==> config.mk <==
export PLATFORM = sky130hd
export DESIGN_NAME = rcu_top
export DESIGN_NICKNAME = d
export VERILOG_FILES = /design/src/rcu_pkg.sv /design/src/rcu_sync3.sv /design/src/rcu_top.sv
export SDC_FILE = /design/constraint.sdc
export NUM_CORES = 1
export LEC_CHECK = 0
export BUFFER_PORTS_ARGS = -buffer_cell sky130_fd_sc_hd__clkbuf_2
export CAP_MARGIN = 20
export CORE_MARGIN = 3
export CORE_UTILIZATION = 55
export CTS_CLUSTER_DIAMETER = 120
export CTS_CLUSTER_SIZE = 40
export DETAILED_ROUTE_END_ITERATION = 8
export PLACE_DENSITY_LB_ADDON = 0.12
export SYNTH_ARGS = -nofsm -noshare
export SYNTH_HDL_FRONTEND = slang
export SYNTH_SLANG_ARGS = --single-unit
==> constraint.sdc <==
create_clock -name clk_sys -period 29 [get_ports clk_sys]
set_input_delay 0 -clock clk_sys [delete_from_list [all_inputs] [get_ports clk_sys]]
set_output_delay 0 -clock clk_sys [all_outputs]
set_load 0.05 [all_outputs]
==> src/rcu_pkg.sv <==
// Constants for the reset and clock control block: register offsets,
// field positions, reset values and timing counts.
// Assumes a 20 MHz system clock and a byte-addressed register port.
package rcu_pkg;

    // Clock and timing
    localparam int unsigned CLK_NS       = 50;
    localparam int unsigned RST_HOLD_NS  = 1000;
    localparam int unsigned RST_HOLD_CYC = (RST_HOLD_NS + CLK_NS - 1) / CLK_NS;
    localparam logic [7:0]  RST_HOLD_CNT = 8'(RST_HOLD_CYC);
    localparam int unsigned OSC_KHZ      = 48000;
    localparam int unsigned OSC_OFF_PER  = 6;
    localparam int unsigned OSC_OFF_NS   = (OSC_OFF_PER * 1000000 + OSC_KHZ - 1) / OSC_KHZ;
    localparam int unsigned OSC_OFF_CYC  = (OSC_OFF_NS + CLK_NS - 1) / CLK_NS;
    localparam logic [2:0]  OSC_OFF_CNT  = 3'(OSC_OFF_CYC);

    // Register offsets
    localparam logic [7:0] OFS_CTLR      = 8'h00;
    localparam logic [7:0] OFS_CFGR      = 8'h04;
    localparam logic [7:0] OFS_PRST_APB2 = 8'h0C;
    localparam logic [7:0] OFS_PRST_APB1 = 8'h10;
    localparam logic [7:0] OFS_PCEN_AHB  = 8'h14;
    localparam logic [7:0] OFS_PCEN_APB2 = 8'h18;
    localparam logic [7:0] OFS_PCEN_APB1 = 8'h1C;
    localparam logic [7:0] OFS_CAUSE     = 8'h24;
    localparam logic [7:0] OFS_PRST_AHB  = 8'h28;
    localparam logic [7:0] OFS_RST_EN    = 8'h2C;

    // Clock control fields
    localparam int unsigned CTL_EN_BIT   = 0;
    localparam int unsigned CTL_RDY_BIT  = 1;
    localparam int unsigned CTL_TRIM_LSB = 3;
    localparam int unsigned CTL_CAL_LSB  = 8;
    localparam logic [4:0]  TRIM_RST     = 5'h10;

    // Clock configuration fields
    localparam int unsigned CFG_BUS_CLOCK_PRESCALER_LSB = 4;
    localparam int unsigned CFG_MCO_LSB  = 24;
    localparam logic [2:0]  MCO_SYS      = 3'h4;
    localparam logic [2:0]  MCO_OSC      = 3'h5;

    // Cause flags sit in bits 31:22; index 2 is the write-only clear bit
    localparam int unsigned CS_LSB     = 22;
    localparam int unsigned CS_CLR_BIT = 24;
    localparam int unsigned F_ADC      = 0;
    localparam int unsigned F_OPA      = 1;
    localparam int unsigned F_LOCK     = 3;
    localparam int unsigned F_PIN      = 4;
    localparam int unsigned F_POR      = 5;
    localparam int unsigned F_SW       = 6;
    localparam int unsigned F_INDEPENDENT_WATCHDOG     = 7;
    localparam int unsigned F_WINDOW_WATCHDOG     = 8;
    localparam int unsigned F_LPWR     = 9;
    localparam logic [9:0]  CS_RST     = 10'h030;

    // Reset source enables
    localparam int unsigned RE_OPA   = 0;
    localparam int unsigned RE_PD    = 1;
    localparam int unsigned RE_CABLE = 2;
    localparam int unsigned RE_ADC   = 3;

    // Peripheral clock enable reset value
    localparam logic [31:0] AHB_PCEN_RST = 32'h00000014;

endpackage

==> src/rcu_sync3.sv <==
// Three-stage synchroniser with agreement filter for asynchronous inputs.
// Assumes each input holds a level for at least three system clock cycles.
`timescale 1ns/10ps
`default_nettype none

module rcu_sync3 #(
    parameter int unsigned    W    = 1,
    parameter logic [W-1:0]   INIT = '0
) (
    input  wire logic         clk_sys,
    input  wire logic         rst,
    input  wire logic [W-1:0] din,
    output logic      [W-1:0] dout_q
);

    typedef struct packed {
        logic [W-1:0] s1;
        logic [W-1:0] s2;
        logic [W-1:0] s3;
        logic [W-1:0] f;
    } rcu_sync_s;

    rcu_sync_s st_q;
    rcu_sync_s st_d;
    logic [W-1:0] agree;

    ////////////////////////////////////////////////////////////////////////
    // Only the second stage reads the first; the filter looks at 2 and 3
    always_comb
    begin
        st_d    = st_q;
        agree   = ~(st_q.s2 ^ st_q.s3);
        st_d.s1 = din;
        st_d.s2 = st_q.s1;
        st_d.s3 = st_q.s2;
        st_d.f  = (st_q.s3 & agree) | (st_q.f & ~agree);
    end

    // State register
    always_ff @(posedge clk_sys or posedge rst)
    begin
        if (rst)
            st_q <= '{s1: INIT, s2: INIT, s3: INIT, f: INIT};
        else
            st_q <= st_d;
    end

    assign dout_q = st_q.f;

endmodule // rcu_sync3

`default_nettype wire

==> src/rcu_top.sv <==
// Reset and clock control: merges reset sources, records the cause,
// manages the internal oscillator, bus prescaler, peripheral reset and
// clock gates, and clock output selection.
// Assumes one 20 MHz clock; the clock output mux sits outside this block.
//
// The placing of the registers and the strobed register port were left to the implementer.
`timescale 1ns/10ps
`default_nettype none

module rcu_top (
    input  wire logic        clk_sys,
    input  wire logic        rst,
    input  wire logic        supply_up_down_detector,
    input  wire logic        ext_reset_pin_n,
    input  wire logic        window_watchdog,
    input  wire logic        independent_watchdog,
    input  wire logic        independent_watchdog_enabled,
    input  wire logic        soft_req_irq_cfg,
    input  wire logic        soft_req_sys_ctl,
    input  wire logic        deadlock_reset_enable,
    input  wire logic        core_lockup,
    input  wire logic        debug_mode,
    input  wire logic        standby_reset_option,
    input  wire logic        stop_reset_option,
    input  wire logic        standby_entry_done,
    input  wire logic        shutdown_entry_done,
    input  wire logic        op_amp_out,
    input  wire logic        pd_hard_reset_rx,
    input  wire logic        pd_cable_reset_rx,
    input  wire logic        adc_valid,
    input  wire logic [11:0] adc_data,
    input  wire logic [11:0] adc_high,
    input  wire logic [11:0] adc_low,
    input  wire logic        osc_stable,
    input  wire logic [7:0]  osc_factory_calibration,
    input  wire logic [7:0]  reg_addr,
    input  wire logic [31:0] reg_wdata,
    input  wire logic        reg_wr,
    input  wire logic        reg_rd,
    output logic      [31:0] reg_rdata_q,
    output logic             sys_rst_q,
    output logic             osc_enable_q,
    output logic      [4:0]  osc_trim_q,
    output logic      [7:0]  osc_cal_q,
    output logic             bus_clk_tick_q,
    output logic             independent_watchdog_clk_en_q,
    output logic             clk_out_en_q,
    output logic             clk_out_src_q,
    output logic             standby_go_q,
    output logic             shutdown_go_q,
    output logic      [31:0] prst_ahb_q,
    output logic      [31:0] prst_apb1_q,
    output logic      [31:0] prst_apb2_q,
    output logic      [31:0] pcen_ahb_q,
    output logic      [31:0] pcen_apb1_q,
    output logic      [31:0] pcen_apb2_q
);

    typedef struct packed {
        logic [7:0]  hold;
        logic        sys_rst;
        logic [9:0]  fl;
        logic        osc_en;
        logic        osc_rdy;
        logic [2:0]  off_cnt;
        logic [7:0]  cal;
        logic [4:0]  trim;
        logic [3:0]  bus_clock_prescaler;
        logic [2:0]  clock_output_select;
        logic [3:0]  div;
        logic        bus_tick;
        logic [3:0]  re;
        logic [31:0] prst_ahb;
        logic [31:0] prst_apb1;
        logic [31:0] prst_apb2;
        logic [31:0] pcen_ahb;
        logic [31:0] pcen_apb1;
        logic [31:0] pcen_apb2;
        logic [31:0] rdata;
        logic        independent_watchdog_clk;
        logic        stby_go;
        logic        shdn_go;
        logic        co_en;
        logic        co_src;
    } rcu_state_s;

    // Power reset leaves a system reset pending so calibration loads
    localparam rcu_state_s ST_RST = '{
        hold:     rcu_pkg::RST_HOLD_CNT,
        sys_rst:  1'b1,
        fl:       rcu_pkg::CS_RST,
        osc_en:   1'b1,
        osc_rdy:  1'b1,
        trim:     rcu_pkg::TRIM_RST,
        pcen_ahb: rcu_pkg::AHB_PCEN_RST,
        default:  '0
    };

    rcu_state_s st_q;
    rcu_state_s st_d;
    rcu_state_s nxt;
    logic       pwr_rst;
    logic [3:0] sync_q;
    logic       pin_s;
    logic       independent_watchdog_s;
    logic       opa_s;
    logic       stable_s;
    logic       sw_req;
    logic       lp_req;
    logic       lock_req;
    logic       opa_req;
    logic       pd_req;
    logic       adc_req;
    logic       any_req;
    logic [9:0] evt;
    logic       wr_ok;

    ////////////////////////////////////////////////////////////////////////
    // Power reset: external reset or the supply detector, both asynchronous
    assign pwr_rst = rst | supply_up_down_detector;

    // Asynchronous sources pass the filtered synchroniser
    rcu_sync3 #(
        .W    (4),
        .INIT (4'h9) // Idle levels: pin high, oscillator stable, no requests
    ) u_sync (
        .clk_sys (clk_sys),
        .rst     (pwr_rst),
        .din     ({osc_stable, op_amp_out, independent_watchdog, ext_reset_pin_n}),
        .dout_q  (sync_q)
    );

    assign pin_s    = sync_q[0];
    assign independent_watchdog_s   = sync_q[1];
    assign opa_s    = sync_q[2];
    assign stable_s = sync_q[3];

    ////////////////////////////////////////////////////////////////////////
    // Reset requests from every system source
    always_comb
    begin
        sw_req   = soft_req_irq_cfg | soft_req_sys_ctl;
        lp_req   = (standby_entry_done & ~standby_reset_option)
                 | (shutdown_entry_done & ~stop_reset_option);
        lock_req = core_lockup & ~deadlock_reset_enable & ~debug_mode;
        opa_req  = st_q.re[rcu_pkg::RE_OPA] & opa_s;
        pd_req   = st_q.re[rcu_pkg::RE_PD]
                 & (pd_hard_reset_rx
                    | (st_q.re[rcu_pkg::RE_CABLE] & pd_cable_reset_rx));
        adc_req  = st_q.re[rcu_pkg::RE_ADC] & adc_valid
                 & ((adc_data > adc_high) | (adc_data < adc_low));
        evt                    = '0;
        evt[rcu_pkg::F_ADC]    = adc_req;
        evt[rcu_pkg::F_OPA]    = opa_req;
        evt[rcu_pkg::F_LOCK]   = lock_req;
        evt[rcu_pkg::F_PIN]    = ~pin_s;
        evt[rcu_pkg::F_SW]     = sw_req | pd_req;
        evt[rcu_pkg::F_INDEPENDENT_WATCHDOG]   = independent_watchdog_s;
        evt[rcu_pkg::F_WINDOW_WATCHDOG]   = window_watchdog;
        evt[rcu_pkg::F_LPWR]   = lp_req;
        any_req  = |evt;
        wr_ok    = reg_wr & ~st_q.sys_rst;
    end

    ////////////////////////////////////////////////////////////////////////
    // Next state: reset stretch, flags, oscillator, prescaler, registers
    always_comb
    begin
        st_d = st_q;
        nxt  = ST_RST;

        // Any request reloads the stretch; reset stays up until it drains
        if (any_req)
            st_d.hold = rcu_pkg::RST_HOLD_CNT;
        else if (st_q.hold != 8'h00)
            st_d.hold = st_q.hold - 8'h01;
        st_d.sys_rst = (st_d.hold != 8'h00);

        // Events win over a software clear arriving in the same cycle
        if (wr_ok && reg_addr == rcu_pkg::OFS_CAUSE && reg_wdata[rcu_pkg::CS_CLR_BIT])
            st_d.fl = '0;
        st_d.fl = st_d.fl | evt;

        // Register writes; ignored while the system is held in reset
        if (wr_ok)
        begin
            unique case (reg_addr)
                rcu_pkg::OFS_CTLR:
                begin
                    st_d.osc_en = reg_wdata[rcu_pkg::CTL_EN_BIT];
                    st_d.trim   = reg_wdata[rcu_pkg::CTL_TRIM_LSB +: 5];
                end
                rcu_pkg::OFS_CFGR:
                begin
                    st_d.bus_clock_prescaler = reg_wdata[rcu_pkg::CFG_BUS_CLOCK_PRESCALER_LSB +: 4];
                    st_d.clock_output_select  = reg_wdata[rcu_pkg::CFG_MCO_LSB +: 3];
                end
                rcu_pkg::OFS_PRST_AHB:  st_d.prst_ahb  = reg_wdata;
                rcu_pkg::OFS_PRST_APB1: st_d.prst_apb1 = reg_wdata;
                rcu_pkg::OFS_PRST_APB2: st_d.prst_apb2 = reg_wdata;
                rcu_pkg::OFS_PCEN_AHB:  st_d.pcen_ahb  = reg_wdata;
                rcu_pkg::OFS_PCEN_APB1: st_d.pcen_apb1 = reg_wdata;
                rcu_pkg::OFS_PCEN_APB2: st_d.pcen_apb2 = reg_wdata;
                rcu_pkg::OFS_RST_EN:    st_d.re        = reg_wdata[3:0];
                default:                st_d.re        = st_q.re;
            endcase
        end

        // The watchdog pins the oscillator on; a clear is simply lost
        if (independent_watchdog_enabled)
            st_d.osc_en = 1'b1;

        // Ready follows stability while on; falls a fixed delay after off
        if (st_q.osc_en)
        begin
            st_d.osc_rdy = stable_s;
            st_d.off_cnt = '0;
        end
        else if (st_q.osc_rdy)
        begin
            st_d.off_cnt = st_q.off_cnt + 3'h1;
            if (st_q.off_cnt + 3'h1 == rcu_pkg::OSC_OFF_CNT)
                st_d.osc_rdy = 1'b0;
        end

        // Bus clock tick every bus_clock_prescaler+1 system cycles
        if (st_q.div >= st_q.bus_clock_prescaler)
        begin
            st_d.div      = '0;
            st_d.bus_tick = 1'b1;
        end
        else
        begin
            st_d.div      = st_q.div + 4'h1;
            st_d.bus_tick = 1'b0;
        end

        // Low-power entry proceeds only where the option asks for it
        st_d.stby_go = standby_entry_done & standby_reset_option;
        st_d.shdn_go = shutdown_entry_done & stop_reset_option;

        // Read data stands in the cycle after the strobe only
        st_d.rdata = '0;
        if (reg_rd)
        begin
            unique case (reg_addr)
                rcu_pkg::OFS_CTLR:      st_d.rdata = {16'h0000, st_q.cal, st_q.trim, 1'b0,
                                                      st_q.osc_rdy, st_q.osc_en};
                rcu_pkg::OFS_CFGR:      st_d.rdata = {5'h00, st_q.clock_output_select, 16'h0000,
                                                      st_q.bus_clock_prescaler, 4'h0};
                rcu_pkg::OFS_PRST_AHB:  st_d.rdata = st_q.prst_ahb;
                rcu_pkg::OFS_PRST_APB1: st_d.rdata = st_q.prst_apb1;
                rcu_pkg::OFS_PRST_APB2: st_d.rdata = st_q.prst_apb2;
                rcu_pkg::OFS_PCEN_AHB:  st_d.rdata = st_q.pcen_ahb;
                rcu_pkg::OFS_PCEN_APB1: st_d.rdata = st_q.pcen_apb1;
                rcu_pkg::OFS_PCEN_APB2: st_d.rdata = st_q.pcen_apb2;
                rcu_pkg::OFS_CAUSE:     st_d.rdata = {st_q.fl[9:3], 1'b0, st_q.fl[1:0],
                                                      22'h000000};
                rcu_pkg::OFS_RST_EN:    st_d.rdata = {28'h0000000, st_q.re};
                default:                st_d.rdata = '0;
            endcase
        end

        // System reset: defaults except flags, stretch, read data, oscillator ready and its off count; calibration loads, peripheral resets held
        if (st_q.sys_rst)
        begin
            nxt.hold    = st_d.hold;
            nxt.sys_rst = st_d.sys_rst;
            nxt.fl      = st_d.fl;
            nxt.rdata   = st_d.rdata;
            nxt.osc_rdy = st_d.osc_rdy;
            nxt.off_cnt = st_d.off_cnt;
            nxt.osc_en  = 1'b1;
            nxt.cal     = osc_factory_calibration;
            nxt.prst_ahb  = {32{st_d.sys_rst}};
            nxt.prst_apb1 = {32{st_d.sys_rst}};
            nxt.prst_apb2 = {32{st_d.sys_rst}};
            st_d = nxt;
        end

        // Clock output and watchdog clock follow live state, in reset too
        st_d.co_en    = (st_q.clock_output_select == rcu_pkg::MCO_SYS) | (st_q.clock_output_select == rcu_pkg::MCO_OSC);
        st_d.co_src   = (st_q.clock_output_select == rcu_pkg::MCO_OSC);
        st_d.independent_watchdog_clk = independent_watchdog_enabled & st_q.osc_rdy;
    end

    ////////////////////////////////////////////////////////////////////////
    // State register; power reset restores everything including flags
    always_ff @(posedge clk_sys or posedge pwr_rst)
    begin
        if (pwr_rst)
            st_q <= ST_RST;
        else
            st_q <= st_d;
    end

    // Outputs straight from state flops
    assign reg_rdata_q    = st_q.rdata;
    assign sys_rst_q      = st_q.sys_rst;
    assign osc_enable_q   = st_q.osc_en;
    assign osc_trim_q     = st_q.trim;
    assign osc_cal_q      = st_q.cal;
    assign bus_clk_tick_q = st_q.bus_tick;
    assign independent_watchdog_clk_en_q  = st_q.independent_watchdog_clk;
    assign clk_out_en_q   = st_q.co_en;
    assign clk_out_src_q  = st_q.co_src;
    assign standby_go_q   = st_q.stby_go;
    assign shutdown_go_q  = st_q.shdn_go;
    assign prst_ahb_q     = st_q.prst_ahb;
    assign prst_apb1_q    = st_q.prst_apb1;
    assign prst_apb2_q    = st_q.prst_apb2;
    assign pcen_ahb_q     = st_q.pcen_ahb;
    assign pcen_apb1_q    = st_q.pcen_apb1;
    assign pcen_apb2_q    = st_q.pcen_apb2;
endmodule // rcu_top

`default_nettype wire
==> results.txt, run 1 <==
Static Leak = 6.841 nW
f_max = 296.5 MHz
Hold Vio Cnt, Final = 0
Port Buffers = 351
final worst path period share = 11.63%
Ports = 352
Synth Area in Adders = 2.914%
Mapped Cells = 1600
Cell Rows = 60
Iteration-0 DRC Markers = 1154
Worst Path Max Fanout = 88
CP Launch Type = flip-flop
Area Overhead vs Synth = 7.524%
status = finished clean
vias in the first global route = 11722
Total Power = 671.1 uW
CP arrival = 3.75 ns
mapped cell area = 15120 um^2
Async SR Flop Fraction = 100.0%
EDFF count, synth = 0
max-cap violations = 0
multiplexer area fraction after synthesis = 1.010%
critical path's largest stage delay = 1.15 ns
routed length per placed instance = 22.91 um
XOR/XNOR Fraction of Synth Area = 0.6374%
CTS clk-pin slew, worst paths = 0.15 ns
Max Buffers Root-to-Sink = 3
Vias = 12313
CTS sink cnt = 297
Die Width = 171.8 um
Seq/Total Area, Yosys = 49.32%
dpl hpwl = 30050 um
largest net degree at the start of global routing = 89
post-CTS sizing = 0
share of layout cells above drive strength 1 = 25.42%
Root Driver = clkbuf_16
Worst-Margin Slew = 1.133 ns
Netlist cell types = 57
simple-gate share of the synthesized area = 13.67%
VDD IR-drop max = 35.57 uV
postcts setup bufs = 0
setup repair after global routing missed its margin = no
CTS tree = yes
ant diodes = 0
crit end category = flip-flop
Placeable Area = 26950 um^2
synthesized flop and latch total = 297
Post-CTS Hold Buffers = 63
PwrDens = 41.29 nW/um^2
ys flop type = dfrtp_1
crit path kind = reg -> reg
first-pass GRT wire length = 69390 um
Clock Skew = 0.04038 ns
Slew Limit Fails = 0
CTS H-tree lvls = 1
latest clock arrival within the worst-skew pair = 0.51 ns
all-layer global routing usage = 30.49%
Via density = 6.012
final global-route overflow total = 0
DRT Pass-1 Iters = 8
critical path's slowest cell = dfstp_4
initial cell density of the core = 56.09%
Post-Syn Nets = 1739
cell chain of the critical path = buf_4, nand2_1, nor4_4, buf_4, a211oi_1
Synth Area in Compound Gates = 16.97%
Relative slew margins = 24.48%
Placer Congestion = 0.8833
CTS Buf Count = 11
Setup Total Neg Slack = 0 ns
Worst EP required = 29.38 ns
final setup fails = 0
Warnings, synthesis = 0
Post-DRT Antenna Nets = 0
drt total wl = 46920 um
DR DRC count = 0
worst min path class = in -> reg
delay-heaviest family, CP = buffers and inverters
Bufs and invs on worst path = 2
cell repeated most along the worst path = buf_4
Mapped Avg Cell Area = 9.447 um^2
final critical-path required period = 3.373 ns
Die ar. = 29510 um^2
main combinational cell family by area after synthesis = compound AO/OA/AOI/OAI gates
Die Ht = 171.8 um
Nets = 1843
initial antenna violation count = 0
[cells in the mapped netlist (3+ instances only)]
library cell	number	area share [%]
dfrtp_1	279	46
nand2_1	263	6.5
buf_4	239	12
nor2_1	151	3.7
a21oi_1	129	4.3
a211oi_1	98	4.9
clkbuf_1	76	1.9
a22oi_1	39	1.9
inv_1	36	0.89
ha_1	32	2.6
a222oi_1	30	2.0
a31oi_1	26	1.1
dfstp_2	18	3.1
nand3_1	16	0.53
a21o_1	15	0.74
and2_1	12	0.50
buf_2	11	0.36
mux2_2	10	0.74
o21ai_0	10	0.33
and3_1	9	0.37
a221oi_1	7	0.41
buf_1	7	0.17
nor3_1	7	0.23
nor4_1	7	0.29
xnor2_1	6	0.35
a22o_1	5	0.29
nand2b_1	5	0.21
xor2_1	5	0.29
buf_6	4	0.30
maj3_1	4	0.26
mux2i_1	4	0.26
a211o_1	3	0.17
nand4_1	3	0.12
nor2b_1	3	0.12
[worst register-to-register path: stages, from the launching register on]
cell and delay, ns:
dfstp_4 1.15, buf_4 0.91, nand2_1 0.21, nor4_4 0.21, buf_4 0.58, a211oi_1 0.17
[flip-flops by register name, indices dropped and copies added (netlist names), named ones only]
register / flops
u_sync.st_d: 8
st_q: 36
prst_apb2_q: 32
u_sync.st_q: 4
pcen_apb1_q: 32
prst_apb1_q: 32
prst_ahb_q: 32
osc_enable_q: 1
osc_cal_q: 8
independent_watchdog_clk_en_q: 1
sys_rst_q: 1
clk_out_en_q: 1
reg_rdata_q: 32
pcen_ahb_q: 32
pcen_apb2_q: 32
bus_clk_tick_q: 1
clk_out_src_q: 1
standby_go_q: 1
osc_trim_q: 5
shutdown_go_q: 1
[routing by layer]
layer / up-vias / wire length [um] / GRT usage (%)
met1: 6051 / 19060 / 41.91
met2: 678 / 21920 / 49.85
met5: - / 0 / 0
met4: 0 / 1696 / 9.997
met3: 99 / 4245 / 4.987
li1: 5485 / - / -
[cell families after synthesis]
logic type / count (synthesis)
and+or+nand+nor: 492
AOI/OAI and AO/OA: 377
buffers and inverters: 373
DFF: 297
adders and majority gates: 36
muxes: 14
xor gates and xnor gates: 11
[cell type report]
| cell class | instances | area, um^2 |
|---|---|---|
| Inverter | 36 | 135.1 |
| Tap cell | 341 | 426.7 |
| Clock inverter | 2 | 25.02 |
| Sequential cell | 297 | 7458 |
| Timing Repair Buffer | 428 | 2515 |
| Fill cell | 2314 | 10700 |
| Multi-Input combinational cell | 930 | 5396 |
| Clock buffer | 14 | 296.5 |
[placed cells by master (no fill, tap or decap), types with 4 or more instances in the layout]
cell | synthesis | final
clkbuf_2 | 0 | 351
dfrtp_1 | 279 | 279
nand2_1 | 263 | 260
nor2_1 | 151 | 148
a21oi_1 | 129 | 129
a211oi_1 | 98 | 98
dlygate4sd3_1 | 0 | 62
a22oi_1 | 39 | 39
inv_1 | 36 | 36
ha_1 | 32 | 32
a222oi_1 | 30 | 30
a31oi_1 | 26 | 26
dfstp_2 | 18 | 17
nand3_1 | 16 | 16
buf_4 | 239 | 13
a21o_1 | 15 | 12
clkbuf_16 | 0 | 11
o21ai_0 | 10 | 10
and2_1 | 12 | 10
mux2_2 | 10 | 10
nor3_1 | 7 | 7
a221oi_1 | 7 | 7
and3_1 | 9 | 6
xnor2_1 | 6 | 6
nand2b_1 | 5 | 5
xor2_1 | 5 | 5
nor4_1 | 7 | 5
a22o_1 | 5 | 5
maj3_1 | 4 | 4
mux2i_1 | 4 | 4
[stage by stage]
stage	cell area (um^2)	hold WS, ns	setup slack, ns	std cells	util [%]
after floorplan	15120	0.004478	11.26	1600	-
after global placement	15270	0.08873	25.54	1968	56.66
after detailed placement	15270	0.08925	25.43	1968	56.66
after CTS	16230	0.01487	25.62	2047	60.23
after global routing	16250	0.01995	25.42	2048	60.31
final	16250	0.01279	25.63	2048	60.31
[worst paths after layout]
kind	start	to	slack, ns	depth (start not counted)
worst max register to register	sys_rst_q	prst_apb2_q[17]	25.63	5
worst min register to register	u_sync.st_d[8]	u_sync.st_d[4]	0.37	0
max in group asynchronous	supply_up_down_detector	prst_ahb_q[11]	27.01	5
worst min-delay path	reg_addr[1]	reg_rdata_q[20]	0.01	4
worst max-delay path	sys_rst_q	prst_apb2_q[17]	25.63	5
min in group asynchronous	rst	u_sync.st_d[8]	0.30	3
[power breakdown]
part,switching (mW),internal [mW],total (mW)
Combinational,0.0272,0.0176,0.0448
Sequential,0.00183,0.417,0.419
Clock,0.132,0.0757,0.207
Total,0.161,0.511,0.671
Power figures use the tool's default switching activity.
==> inputs of run 2 (changes only) <==
Settings changed: CORE_UTILIZATION 55 to 49.
Clock period 29 ns to 3.1 ns, I/O delays scaled along.
==> run 2 against run 1 <==
  * Register-to-register slack lost 25 ns
  * Flip-flop and latch count is the same
  * Non-clock buffer count grew 23
==> results.txt, run 2 (synthesized netlist as in run 1, its figures left out) <==
status = finished clean
Vias = 12235
share of layout cells above drive strength 1 = 26.29%
VDD IR-drop max = 351.5 uV
vias in the first global route = 12019
CTS sink cnt = 297
most common cell after layout, fill and taps aside = clkbuf_2
Relative slew margins = 29.79%
Largest Register = st_q
dpl cells = 2040
ant diodes = 0
most frequent cells in the layout = 351 x clkbuf_2, 279 x dfrtp_1, 260 x nand2_1
max-cap violations = 0
cell repeated most along the worst path = nor4_4
Cell Rows = 63
first-pass GRT wire length = 72790 um
Die Width = 181.6 um
setup repair after global routing missed its margin = no
crit end category = flip-flop
cell chain of the critical path = or3_1, nor4_4, and3_1, o221ai_1, nor4_4, buf_12, a211oi_1
Bufs and invs on worst path = 1
Die Ht = 181.6 um
f_max = 359.4 MHz
Hold Vio Cnt, Final = 0
wire length on met2 = 22410 um
initial antenna violation count = 1
Port Buffers = 351
postcts setup bufs = 0
hold depth = 4
Setup WS pre-CTS = 0.3557 ns
worst reg2reg path depth = 7
max FFs per register = 36
Finished Layout Cells = 2121
Ports = 352
Nets = 1866
delay-heaviest family, CP = simple AND/OR/NAND/NOR gates
drt total wl = 48160 um
crit path kind = reg -> reg
Final Core Density = 55.27%
critical path's largest stage delay = 0.48 ns
NetSw = 1.513 mW
worst min path class = in -> reg
switch share = 24.08%
Worst Path Max Fanout = 75
final setup fails = 0
Combinational Power Share = 7.0%
critical path's slowest cell = nor4_4
Worst-Margin Slew = 1.049 ns
clock group share of total power = 30.6%
met3 routed WL = 4734 um
uppermost layer routed = met4
CTS Buf Count = 11
Max Buffers Root-to-Sink = 3
final worst path period share = 89.76%
final global-route overflow total = 0
Die ar. = 32990 um^2
P_int = 4.768 mW
power share of the sequential group = 62.4%
initial cell density of the core = 50.33%
CP Launch Type = flip-flop
PwrDens = 378.4 nW/um^2
CP arrival = 3.16 ns
all-layer global routing usage = 28.13%
DRT Pass-1 Iters = 7
CTS clk-pin slew, worst paths = 0.15 ns
dpl hpwl = 31620 um
CTS H-tree lvls = 1
Via density = 5.769
CTS tree = yes
Placeable Area = 30030 um^2
Clock Skew = 0.02515 ns
Total Power = 6.281 mW
Root Driver = clkbuf_16
final worst slack = 0.3173 ns
met1 wire length = 19400 um
Placer Congestion = 0.8547
Iteration-0 DRC Markers = 1212
Slew Limit Fails = 0
Area Overhead vs Synth = 9.817%
final critical-path required period = 2.783 ns
Worst EP required = 3.48 ns
Post-DRT Antenna Nets = 0
DR DRC count = 0
latest clock arrival within the worst-skew pair = 0.51 ns
Static Leak = 6.996 nW
routed length per placed instance = 22.71 um
largest net degree at the start of global routing = 76
critical path depth = 7
==> run 2: cell count changes in the layout (fill, tap and decap cells not counted), sizes merged <==
cell,previous run,this run
buf,15,36
clkinv,0,2
dlygate4sd3,62,64
inv,38,37
==> run 2: timing repair <==
action                                 4_1_cts  5_1_grt
hold buffers                                64        0
setup endpoints to repair                    0        0
endpoints found under the hold margin      342        0
gates resized for setup                      0        0
==> run 2: stage by stage <==
step	setup TNS (ns)	cell area, um^2	hold slack, ns
after global placement	0	15640	0.09335
after global routing	0	16600	0.07563
after floorplan	-808.94	15120	0.004478
after detailed placement	0	15640	0.09009
final	0	16600	0.08120
after CTS	0	16600	0.05780
==> run 2: power by group through the flow <==
stage | clock [mW] | sequential [mW] | combinational, mW
6_report | 1.92 | 3.92 | 0.439
5_1_grt | 2.06 | 3.92 | 0.487
4_1_cts | 1.95 | 3.92 | 0.441
3_5_place_dp | 0 | 3.99 | 0.377
3_3_place_gp | 0 | 3.99 | 0.371
2_1_floorplan | 0 | 3.99 | 0.185
==> run 2: worst paths after layout <==
check                                             start               to  slack, ns
worst max-delay path                          st_q[277]  prst_apb2_q[13]       0.32
worst min-delay path                          adc_valid        st_q[263]       0.08
worst max register to register                st_q[277]  prst_apb2_q[13]       0.32
worst min register to register           u_sync.st_d[8]   u_sync.st_d[4]       0.36
max in group asynchronous       supply_up_down_detector  reg_rdata_q[21]       1.16
min in group asynchronous                           rst        st_q[279]       0.36
==> run 2: worst reg2reg max path, stage by stage, from the launching register on <==
cell and delay (ns):
dfrtp_1 0.45, or3_1 0.46, nor4_4 0.48, and3_1 0.23
o221ai_1 0.19, nor4_4 0.34, buf_12 0.33, a211oi_1 0.17
==> run 2: cell type report <==
| type | instances | area [um^2] |
|---|---|---|
| Clock buffer | 14 | 286.5 |
| Clock inverter | 3 | 30.03 |
| Fill cell | 2791 | 13430 |
| Inverter | 36 | 135.1 |
| Multi-Input combinational cell | 930 | 5396 |
| Sequential cell | 297 | 7458 |
| Tap cell | 390 | 488.0 |
| Timing Repair Buffer | 451 | 2805 |
==> run 2: routing by layer <==
| layer | global-route usage (%) | vias up |
|---|---|---|
| li1 | - | 5531 |
| met3 | 5.709 | 91 |
| met2 | 45.38 | 641 |
| met5 | 0 | - |
| met1 | 38.48 | 5972 |
| met4 | 8.714 | 0 |
==> inputs of run 3 (changes only) <==
Settings changed: CORE_UTILIZATION 49 to 35.
==> run 3 against run 2 <==
  * First-iteration DRC count is 29% lower
  * Cell area grew 2.5%
  * Highest routed layer unchanged
  * Flip-flop and latch count stayed put
  * Clock-buffer cell count did not move
  * Sequential share of layout area down 1.1 points
  * Clock skew rose by 0.016 ns
  * Sequential power about the same
  * Register-to-register slack gained 0.09 ns
  * Critical path type unchanged
  * Total power rose by 5.3%
  * Routed wire length rose by 13%
  * Clock power increased by 17%
  * Global-route usage fell by 4.9 points
==> results.txt, run 3 (synthesized netlist as in run 1, its figures left out) <==
status = finished clean
HP Start = reg_addr[5]
Ports = 352
routed length per placed instance = 23.53 um
largest net degree at the start of global routing = 81
vias in the first global route = 12053
Post-DRT Antenna Nets = 0
Clock Skew = 0.04121 ns
CTS sink cnt = 297
crit path kind = reg -> reg
drt total wl = 54550 um
max FFs per register = 36
worst min path class = in -> reg
final setup fails = 0
final global-route overflow total = 0
post-CTS sizing = 0
Hold Vio Cnt, Final = 0
Nets = 1874
crit end category = flip-flop
final worst path period share = 87.00%
Worst R2R End = prst_apb2_q[21]
most common cell after layout, fill and taps aside = clkbuf_2
all-layer global routing usage = 23.20%
f_max = 370.8 MHz
CP Launch Type = flip-flop
Die ar. = 45720 um^2
Die Ht = 213.8 um
Setup WS pre-CTS = 0.4635 ns
Largest Register = st_q
Iteration-0 DRC Markers = 861
VDD IR-drop max = 334.2 uV
FF-to-FF Start = st_q[277]
CTS clk-pin slew, worst paths = 0.15 ns
dpl hpwl = 36980 um
Max Buffers Root-to-Sink = 3
Worst Path Max Fanout = 47
Root Driver = clkbuf_16
worst reg2reg path depth = 7
first-pass GRT wire length = 79810 um
Slew Limit Fails = 0
final worst slack = 0.4031 ns
Die Width = 213.8 um
most frequent cells in the layout = 351 x clkbuf_2, 279 x dfrtp_1, 260 x nand2_1
initial cell density of the core = 35.72%
initial antenna violation count = 1
Via density = 5.258
Worst-Margin Slew = 0.8408 ns
DR DRC count = 0
CTS Buf Count = 12
Final Core Density = 40.21%
CTS H-tree lvls = 1
DRT Pass-1 Iters = 5
sink of the worst hold path = reg_rdata_q[0]
Total Power = 6.616 mW
Vias = 12187
hold depth = 4
CTS tree = yes
latest clock arrival within the worst-skew pair = 0.54 ns
Placer Congestion = 0.8254
Cell Rows = 75
Static Leak = 7.081 nW
share of layout cells above drive strength 1 = 26.78%
r2r setup slk = 0.40 ns
max-cap violations = 0
setup repair after global routing missed its margin = no
CP arrival = 3.06 ns
Area Overhead vs Synth = 12.59%
Port Buffers = 351
Relative slew margins = 43.95%
Worst EP required = 3.46 ns
final critical-path required period = 2.697 ns
Placeable Area = 42320 um^2
PwrDens = 388.8 nW/um^2
run 3: cell count changes in the layout (fill, tap and decap cells not counted), sizes merged:
| cell | previous run | this run |
|---|---|---|
| inv | 37 | 39 |
| diode | 0 | 1 |
| dlygate4sd3 | 64 | 66 |
| buf | 36 | 41 |
run 3: what timing repair did:
item                      in CTS  in global routing
hold endpoints to repair     247                  0
hold buffers                  66                  0
buffers inserted               0                  0
run 3: final cells by class:
cell class                 instances  area (um^2)
clock inverter                     5        76.32
inverter                          36        135.1
antenna                            1        2.502
multi-input combinational        930         5410
fill                            4218        25300
sequential                       297         7458
clock buffer                      14        339.1
timing repair buffer             458         2875
tap                              577        721.9
run 3: metal layers:
layer  wire (um)  GRT usage [%]  vias to the layer above
li1            -              -                     5553
met1       23430          32.09                     6074
met2       25770          38.24                      498
met3        3970          4.038                       62
met4        1379          5.424                        0
met5           0              0                        -
run 3: metrics by stage:
stage          TNS [ns]  cell area, um^2  hold WS (ns)  instances
2_1_floorplan   -808.94            15120      0.004478       1600
3_5_place_dp          0            15940       0.09300       2232
3_3_place_gp          0            15940       0.09107       2232
4_1_cts               0            17020      0.005146       2317
6_report              0            17020       0.02015       2318
5_1_grt               0            17020       0.04720       2317
run 3: power breakdown:
part,total [mW],switching (mW),internal [mW]
combinational,0.451,0.272,0.179
sequential,3.92,0.0170,3.90
clock,2.25,1.40,0.849
total,6.62,1.68,4.93
run 3: worst max path at each step:
stage | to | slack (ns) | startpoint | cells after the start
finish | prst_apb2_q[21] | 0.40 | st_q[277] | 7
global route | prst_apb2_q[12] | 0.27 | st_q[277] | 7
CTS | prst_apb2_q[21] | 0.44 | st_q[277] | 7
detailed placement | prst_apb2_q[12] | 0.46 | st_q[277] | 7
global placement | prst_apb2_q[11] | 0.53 | st_q[277] | 7
floorplan | asynchronous set/reset pin | -2.82 | supply_up_down_detector | 1
run 3: critical path, cell delays in order (launching register included):
cell and delay [ns]:
dfrtp_1 0.46, or3_1 0.47, nor4_4 0.33, and3_1 0.21, o221ai_1 0.20, nor4_4 0.47, buf_12 0.28, a211oi_1 0.07
